$ cat src/design/uawb_pkg.sv
// What this block does
// - Flag overflow before fifth rising edge.
// - Baud measurement counter is sixteen bits.
// - Counter keeps running after overflow.
// - Fifth edge sets receive flag, clears enable.
// - Reading receive data clears receive flag.
// - Overflow clear refused while enable set.
// - Sleep stops the baud counter.
// - Wake works only in asynchronous mode.
// - Wake enable suppresses reception, watches line.
// - Wake event is a falling edge.
// - Wake event raises receive flag at once.
// - Break-ending rising edge clears wake enable.
// - Non-zero character start counts as wake.
package uawb_pkg;

    // ------------------------------------------------------------
    // Register map
    // ------------------------------------------------------------
    localparam int        ADDR_W    = 8;
    localparam logic [7:0] OFF_CTRL = 8'h00;
    localparam logic [7:0] OFF_STAT = 8'h04;
    localparam logic [7:0] OFF_DIV  = 8'h08;
    localparam logic [7:0] OFF_RXD  = 8'h0C;
    localparam logic [7:0] OFF_IST  = 8'h10;
    localparam logic [7:0] OFF_IMSK = 8'h14;

    localparam int CTRL_AB_EN = 0;
    localparam int CTRL_WUE   = 1;
    localparam int CTRL_ASYNC = 2;
    localparam int CTRL_SLEEP = 3;
    localparam int STAT_OVF   = 0;
    localparam int STAT_RXIF  = 1;
    localparam int STAT_IDLE  = 2;
    localparam int EV_AB_DONE = 0;
    localparam int EV_OVF     = 1;
    localparam int EV_WAKE    = 2;
    localparam int EV_BRK_END = 3;

    localparam logic [15:0] CNT_MAX   = 16'hFFFF;
    localparam logic [2:0]  LAST_EDGE = 3'h4;
    localparam logic [15:0] DIV_RST   = 16'h0000;

    // ------------------------------------------------------------
    // Types
    // ------------------------------------------------------------
    typedef enum logic [3:0] {
        ST_IDLE = 4'b0001,
        ST_ABW  = 4'b0010,
        ST_ABC  = 4'b0100,
        ST_WKL  = 4'b1000
    } uawb_state_t;

    typedef struct packed {
        logic        sync1;
        logic        sync2;
        logic        rx_prev;
        uawb_state_t st;
        logic [15:0] cnt;
        logic [2:0]  edges;
        logic [15:0] div;
        logic        ab_en;
        logic        wake_on_break_enable;
        logic        async_en;
        logic        sleep;
        logic        ovf;
        logic        rxif;
        logic [3:0]  ist;
        logic [3:0]  imsk;
        logic        pready;
        logic        pslverr;
        logic        irq;
        logic [31:0] prdata;
    } uawb_regs_t;

endpackage

$ cat src/design/uawb_top.sv
// Local design decisions: the placing of the registers and the APB interface to the registers.
`timescale 1ns/1ns
module uawb_top
    import uawb_pkg::*;
(
    input  wire logic              pclk,
    input  wire logic              presetn,
    input  wire logic              psel,
    input  wire logic              penable,
    input  wire logic              pwrite,
    input  wire logic [ADDR_W-1:0] paddr,
    input  wire logic [31:0]       pwdata,
    output logic      [31:0]       prdata,
    output logic                   pready,
    output logic                   pslverr,
    output logic                   irq,
    input  wire logic              serial_receive_pin
);

    // ------------------------------------------------------------
    // State
    // ------------------------------------------------------------
    uawb_regs_t s_ff;
    uawb_regs_t nxt_s;
    logic       rx_fall;
    logic       rx_rise;
    logic       access;
    logic       done;
    logic       mapped;

    // Exact match, so an unaligned address is refused like an unmapped one.
    function automatic logic hit(input logic [ADDR_W-1:0] a, input logic [7:0] off);
        hit = (a == off);
    endfunction

    // Edges are taken behind the second synchroniser stage, never from the raw pin.
    assign rx_fall = s_ff.rx_prev & ~s_ff.sync2;
    assign rx_rise = ~s_ff.rx_prev & s_ff.sync2;
    assign access  = psel & penable;
    assign done    = access & s_ff.pready;
    assign mapped  = hit(paddr, OFF_CTRL) | hit(paddr, OFF_STAT) | hit(paddr, OFF_DIV)
                   | hit(paddr, OFF_RXD) | hit(paddr, OFF_IST) | hit(paddr, OFF_IMSK);

    // ------------------------------------------------------------
    // Next-state logic
    // ------------------------------------------------------------
    // Software writes are applied first and hardware events last, so an
    // event landing in the same cycle as a clear always survives.
    always_comb begin
        nxt_s         = s_ff;
        nxt_s.sync1   = serial_receive_pin;
        nxt_s.sync2   = s_ff.sync1;
        nxt_s.rx_prev = s_ff.sync2;

        // One wait state: pready rises in the second access cycle.
        nxt_s.pready = access & ~s_ff.pready;
        if (access & ~s_ff.pready) begin
            nxt_s.pslverr = ~mapped;
            nxt_s.prdata  = 32'h0000_0000;
            if (hit(paddr, OFF_CTRL) && !pwrite) begin
                nxt_s.prdata[CTRL_AB_EN] = s_ff.ab_en;
                nxt_s.prdata[CTRL_WUE]   = s_ff.wake_on_break_enable;
                nxt_s.prdata[CTRL_ASYNC] = s_ff.async_en;
                nxt_s.prdata[CTRL_SLEEP] = s_ff.sleep;
            end
            if (hit(paddr, OFF_STAT) && !pwrite) begin
                nxt_s.prdata[STAT_OVF]  = s_ff.ovf;
                nxt_s.prdata[STAT_RXIF] = s_ff.rxif;
                nxt_s.prdata[STAT_IDLE] = (s_ff.st == ST_IDLE);
            end
            if (hit(paddr, OFF_DIV) && !pwrite) begin
                nxt_s.prdata[15:0] = s_ff.div;
            end
            if (hit(paddr, OFF_IST) && !pwrite) begin
                nxt_s.prdata[3:0] = s_ff.ist;
            end
            if (hit(paddr, OFF_IMSK) && !pwrite) begin
                nxt_s.prdata[3:0] = s_ff.imsk;
            end
        end else begin
            // Dropped outside the first access cycle, so it only ever stands beside pready.
            nxt_s.pslverr = 1'b0;
        end

        if (done && pwrite) begin
            if (hit(paddr, OFF_CTRL)) begin
                nxt_s.ab_en    = pwdata[CTRL_AB_EN];
                nxt_s.wake_on_break_enable      = pwdata[CTRL_WUE];
                nxt_s.async_en = pwdata[CTRL_ASYNC];
                nxt_s.sleep    = pwdata[CTRL_SLEEP];
            end
            // The overflow flag stays set against a clear while enable is on.
            if (hit(paddr, OFF_STAT) && pwdata[STAT_OVF] && !s_ff.ab_en) begin
                nxt_s.ovf = 1'b0;
            end
            if (hit(paddr, OFF_DIV)) begin
                nxt_s.div = pwdata[15:0];
            end
            if (hit(paddr, OFF_IST)) begin
                nxt_s.ist = s_ff.ist & ~pwdata[3:0];
            end
            if (hit(paddr, OFF_IMSK)) begin
                nxt_s.imsk = pwdata[3:0];
            end
        end
        if (done && !pwrite && hit(paddr, OFF_RXD)) begin
            nxt_s.rxif = 1'b0;
        end

        unique case (s_ff.st)
            ST_IDLE: begin
                // Wake-on-break keeps the receiver idle, in any processor mode.
                if (s_ff.wake_on_break_enable && s_ff.async_en) begin
                    if (rx_fall) begin
                        nxt_s.st              = ST_WKL;
                        nxt_s.rxif            = 1'b1;
                        nxt_s.ist[EV_WAKE]    = 1'b1;
                    end
                end else if (s_ff.ab_en && !s_ff.wake_on_break_enable) begin
                    nxt_s.st    = ST_ABW;
                    nxt_s.cnt   = 16'h0000;
                    nxt_s.edges = 3'h0;
                end
            end
            ST_ABW: begin
                if (!s_ff.ab_en || s_ff.wake_on_break_enable) begin
                    nxt_s.st = ST_IDLE;
                end else if (rx_fall) begin
                    // Counting starts on the start bit's falling edge, not on the enable write.
                    nxt_s.st = ST_ABC;
                end
            end
            ST_ABC: begin
                if (!s_ff.ab_en || s_ff.wake_on_break_enable) begin
                    nxt_s.st = ST_IDLE;
                end else begin
                    // Clocks are stopped in sleep, so the count freezes.
                    if (!s_ff.sleep) begin
                        nxt_s.cnt = s_ff.cnt + 16'h0001;
                        if (s_ff.cnt == CNT_MAX) begin
                            nxt_s.ovf         = 1'b1;
                            nxt_s.ist[EV_OVF] = 1'b1;
                        end
                    end
                    if (rx_rise) begin
                        // The edge count starts at zero, so the fifth edge finds it at LAST_EDGE.
                        nxt_s.edges = s_ff.edges + 3'h1;
                        if (s_ff.edges == LAST_EDGE) begin
                            nxt_s.st              = ST_IDLE;
                            nxt_s.ab_en           = 1'b0;
                            nxt_s.rxif            = 1'b1;
                            nxt_s.div             = s_ff.cnt;
                            nxt_s.ist[EV_AB_DONE] = 1'b1;
                        end
                    end
                end
            end
            ST_WKL: begin
                // The line stays low for the whole break; only its rising edge ends the wait.
                if (rx_rise) begin
                    nxt_s.st              = ST_IDLE;
                    nxt_s.wake_on_break_enable             = 1'b0;
                    nxt_s.ist[EV_BRK_END] = 1'b1;
                end
            end
            default: begin
                nxt_s.st = ST_IDLE;
            end
        endcase

        nxt_s.irq = |(nxt_s.ist & nxt_s.imsk);
    end

    // ------------------------------------------------------------
    // Registers
    // ------------------------------------------------------------
    // The synchroniser resets to line-idle high so no false edge appears.
    always_ff @(posedge pclk or negedge presetn) begin
        if (!presetn) begin
            s_ff          <= '0;
            s_ff.sync1    <= 1'b1;
            s_ff.sync2    <= 1'b1;
            s_ff.rx_prev  <= 1'b1;
            s_ff.st       <= ST_IDLE;
            s_ff.div      <= DIV_RST;
        end else begin
            s_ff <= nxt_s;
        end
    end

    assign prdata  = s_ff.prdata;
    assign pready  = s_ff.pready;
    assign pslverr = s_ff.pslverr;
    assign irq     = s_ff.irq;
endmodule

$ cat config.mk
export PLATFORM = sky130hd
export DESIGN_NAME = uawb_top
export DESIGN_NICKNAME = d
export VERILOG_FILES = /design/src/design/uawb_pkg.sv /design/src/design/uawb_top.sv
export SDC_FILE = /design/constraint.sdc
export NUM_CORES = 1
export LEC_CHECK = 0
export ABC_AREA = 1
export BUFFER_PORTS_ARGS = -buffer_cell sky130_fd_sc_hd__clkbuf_2
export CAP_MARGIN = 40
export CORE_MARGIN = 8
export CORE_UTILIZATION = 51
export DETAILED_ROUTE_END_ITERATION = 10
export HOLD_SLACK_MARGIN = 0.05
export PLACE_DENSITY = 0.84
export SYNTH_ARGS = -nofsm -noshare
export SYNTH_HDL_FRONTEND = slang
export SYNTH_SLANG_ARGS = --single-unit
$ cat constraint.sdc
create_clock -name pclk -period 1.3 [get_ports pclk]
set_input_delay 0.065 -clock pclk [delete_from_list [all_inputs] [get_ports pclk]]
set_output_delay 0.065 -clock pclk [all_outputs]
set_load 0.02 [all_outputs]
==> summary.log <==
[finish] leading cell type in the layout, fill and taps excluded sky130_fd_sc_hd__nand2_1
[synth] part of the Yosys area used for sequential elements 43.2%
[synth] number of enable-type register cells in the synthesized netlist 0
[routing] Pre-antenna DRT Iters 7
[synth] adder-cell share of the synthesized area 0.861%
[placement] setup slack after placement -0.246 ns
[synth] synthesized-area fraction occupied by ao, oa, aoi and oai cells 16.4%
[grt] initial antenna violation count 0
[floorplan] initial core utilization 52.8%
[placement] final weighted congestion in routability-driven placement 0.866
[finish] share of layout cells above drive strength 1 45.5%
[sta] RSZ-0062 raised after global routing yes
[finish] most frequent cells in the layout 109 x sky130_fd_sc_hd__nand2_1, 70 x sky130_fd_sc_hd__dfrtp_1, 62 x sky130_fd_sc_hd__buf_4
[grt] global-route met3 utilization 3.99%
[sta] min setup slack post-route -0.520 ns
[finish] final antenna diode count 0
[clock_tree] CTS buffer count 9
[grt] via count of the first global-routing pass 4214
[sta] Slew Viols, Final 0
[routing] sum of routed wire length over all layers 15.7 mm
[routing] remaining antenna violation count after routing 0
[grt] first-pass GRT wire length 20.4 mm
[synth] xor/xnor share of the synthesized area 0.201%
[finish] finished layout cell area 5970 um2
[power_and_ir_drop] peak supply drop 0.000710 V
[synth] multiplexer fraction of the synthesized cell area 0.516%
[synth] number of instances in the synthesized netlist 513
[clock_tree] clock tree from TritonCTS yes
[clock_tree] worst-skew pair later-pin latency 0.38 ns
[synth] mean instance size in the synthesized netlist 8.50 um2
[synth] dominant combinational cell family by area after synthesis simple AND/OR/NAND/NOR gates
[placement] HPWL after DPL 8.06 mm
[sta] number of setup violations in the final report 50
[routing] Residual DRC 0
[synth] cell area after synthesis 4360 um2
[hold_path] worst min path class in -> reg
[clock_tree] number of buffers between clock root and the deepest sink 2
[critical_path] Crit path arrival time 2.04 ns
[routing] total number of vias 4549
[synth] post-synthesis sequential element count 75
[floorplan] total die area 11800 um2
[critical_path] Critical Path End Type flop
[grt] largest net degree at the start of global routing 45
[grt] highest-utilization routing layer at the global route stage met2
[grt] Congestion Overflow GR 0
[placement] # port buffers 48
[clock_tree] TritonCTS sink count 75
[critical_path] highest net fanout along the worst path 4
[finish] signed area change from the synthesized netlist to the final layout 37.0%
[run] max-capacitance violation count 0
[routing] number of DRC markers in iteration 0 495
[grt] met1 track utilization from global routing 24.7%
[placement] area post-placement 5050 um2
[status] violations in the final reports negative setup slack
[finish] net count of the finished layout 692
[synth] top cells by area in the synthesized netlist sky130_fd_sc_hd__dfrtp_1 41%, sky130_fd_sc_hd__nand2_1 10%, sky130_fd_sc_hd__buf_4 6.0%
[sta] post-route clock skew 0.0155 ns
[power_and_ir_drop] P per Cell Area 847 nW/um2
[floorplan] IO Pins 81
[synth] Synthesis Warnings 0
[critical_path] element type at the critical path start flop
[critical_path] critical path data required time 1.52 ns
[synth] Primary FF master, synth sky130_fd_sc_hd__dfrtp_1
[clock_tree] clock-pin slew on the worst setup and hold paths 0.10 ns
[routing] mean number of vias per cell 6.04
[floorplan] Die Wd 108 um
[placement] Inst Count DP 700
[sta] Max Clock Freq 549 MHz
[sta] final hold vios 0
[critical_path] type of the setup path with the least slack reg -> reg
[clock_tree] CTS HTree Levels 3
[synth] Yosys top cell by area sky130_fd_sc_hd__dfrtp_1
[clock_tree] CTS root buf sky130_fd_sc_hd__clkbuf_8
[floorplan] floorplan row count 33
[status] run status finished with violations
[synth] fraction of the mapped netlist area in simple logic gates 25.0%
[grt] GR Util met2 38.4%
[synth] async set-or-reset flop fraction in the synthesized netlist 100%
[grt] total global-route track usage 22.0%
[sta] WHS 0.0709 ns
[synth] top cell type's share of synthesized area 40.7%
[sta] minimum period implied by the final worst setup slack 1.82 ns
[routing] average routed wire per standard cell 20.9 um
[power_and_ir_drop] static leakage 3.00 nW
[synth] number of different library cells in the post-synthesis netlist 46
[sta] share of the clock period used by the worst path after layout 140%
[finish] number of standard cells in the layout, taps in and fillers out 753
[floorplan] area of the placeable core 8260 um2
[finish] Layout Utilization 72.3%
[floorplan] height of the die 108 um
metal layers:
layer,vias up,routed length [um]
met3,138,1580
met4,0,1160
met5,-,0
met2,396,7620
li1,1882,-
met1,2133,5360
power by group:
group	leakage, nW	internal [W]	switching (W)
registers	0.914	0.00238	0.0000342
clock network	0.0925	0.000728	0.00108
logic	2.00	0.000324	0.000505
total	3.00	0.00343	0.00162
through the flow:
step	power, W	TNS [ns]
after global routing	0.00521	-15.61
after floorplan	0.00278	-3.01
final	0.00506	-13.76
after detailed placement	0.00305	-7.28
after global placement	0.00302	-4.88
after CTS	0.00484	-8.25
cell type report:
type	instances	area [um2]
Timing Repair Buffer	151	1230
Sequential cell	75	1880
Inverter	66	270
Fill cell	484	2280
Multi-Input combinational cell	340	2280
Clock buffer	9	124
Tap cell	105	131
Clock inverter	7	58.8
synthesized netlist by cell type, types with 2 or more instances:
master,instances
sky130_fd_sc_hd__o211ai_1,2
sky130_fd_sc_hd__o21ai_1,6
sky130_fd_sc_hd__nand2_2,9
sky130_fd_sc_hd__nor2_2,5
sky130_fd_sc_hd__nand3_1,32
sky130_fd_sc_hd__nand2_1,119
sky130_fd_sc_hd__a21oi_1,12
sky130_fd_sc_hd__o31ai_1,14
sky130_fd_sc_hd__nor2_4,8
sky130_fd_sc_hd__nand4_1,9
sky130_fd_sc_hd__buf_4,35
sky130_fd_sc_hd__o21ai_0,15
sky130_fd_sc_hd__inv_1,57
sky130_fd_sc_hd__o211ai_2,16
sky130_fd_sc_hd__buf_2,4
sky130_fd_sc_hd__nor2_1,35
sky130_fd_sc_hd__dfstp_2,4
sky130_fd_sc_hd__ha_1,3
sky130_fd_sc_hd__dfrtp_1,71
sky130_fd_sc_hd__buf_6,5
sky130_fd_sc_hd__clkbuf_1,3
sky130_fd_sc_hd__o21bai_1,2
sky130_fd_sc_hd__nand3_2,2
sky130_fd_sc_hd__mux2_2,2
sky130_fd_sc_hd__o21ai_2,17
sky130_fd_sc_hd__inv_2,6
sequential cells by signal (all words and copies together) (netlist names):
register and count:
irq 1, nxt_s 2, prdata 16, pready 1, pslverr 1, s_ff 54
kinds of logic (layout without fill, tap and decap cells):
| group | count (synthesis) | count (layout) |
|---|---|---|
| AO/OA/AOI/OAI | 91 | 91 |
| XOR/XNOR | 1 | 1 |
| adder cells (fa/ha/maj) | 3 | 3 |
| buffers and inverters | 113 | 233 |
| flip-flops | 75 | 75 |
| multiplexers | 2 | 2 |
| other | 1 | 16 |
| AND/OR/NAND/NOR | 227 | 227 |
worst max-delay path, stage by stage (launching register included):
cell	delay, ns
sky130_fd_sc_hd__dfrtp_1	0.42
sky130_fd_sc_hd__inv_2	0.09
sky130_fd_sc_hd__nor2_4	0.27
sky130_fd_sc_hd__nand2_8	0.10
sky130_fd_sc_hd__buf_12	0.15
sky130_fd_sc_hd__nand2_8	0.08
sky130_fd_sc_hd__nand2_8	0.08
sky130_fd_sc_hd__buf_6	0.14
sky130_fd_sc_hd__o211ai_1	0.19
sky130_fd_sc_hd__nand2_1	0.16
final timing paths:
| path | start | endpoint | slack (ns) | cells after the start |
|---|---|---|---|---|
| setup / recovery | s_ff[48]$_DFF_PN0_ | s_ff[81]$_DFFE_PN0P_ | -0.52 | 9 |
| hold / removal | paddr[0] | pslverr$_DFF_PN0_ | 0.07 | 3 |
| setup reg to reg | s_ff[48]$_DFF_PN0_ | s_ff[81]$_DFFE_PN0P_ | -0.52 | 9 |
| hold reg to reg | nxt_s[89]$_DFF_PN1_ | nxt_s[88]$_DFF_PN1_ | 0.36 | 0 |
| max in group asynchronous | presetn | s_ff[79]$_DFFE_PN0P_ | 0.72 | 3 |
| min in group asynchronous | presetn | s_ff[88]$_DFF_PN1_ | 0.20 | 2 |
repair_timing:
item / 4_1_cts / 5_1_grt
endpoints found under the hold margin: 95 / 0
setup endpoints to repair: 48 / 58
cloned: 1 / 1
hold buffers: 18 / 0
setup buffers: 7 / 10
pin swaps: 22 / 21
gates resized for setup: 46 / 63
No activity file was read; power rests on OpenSTA's default activity.
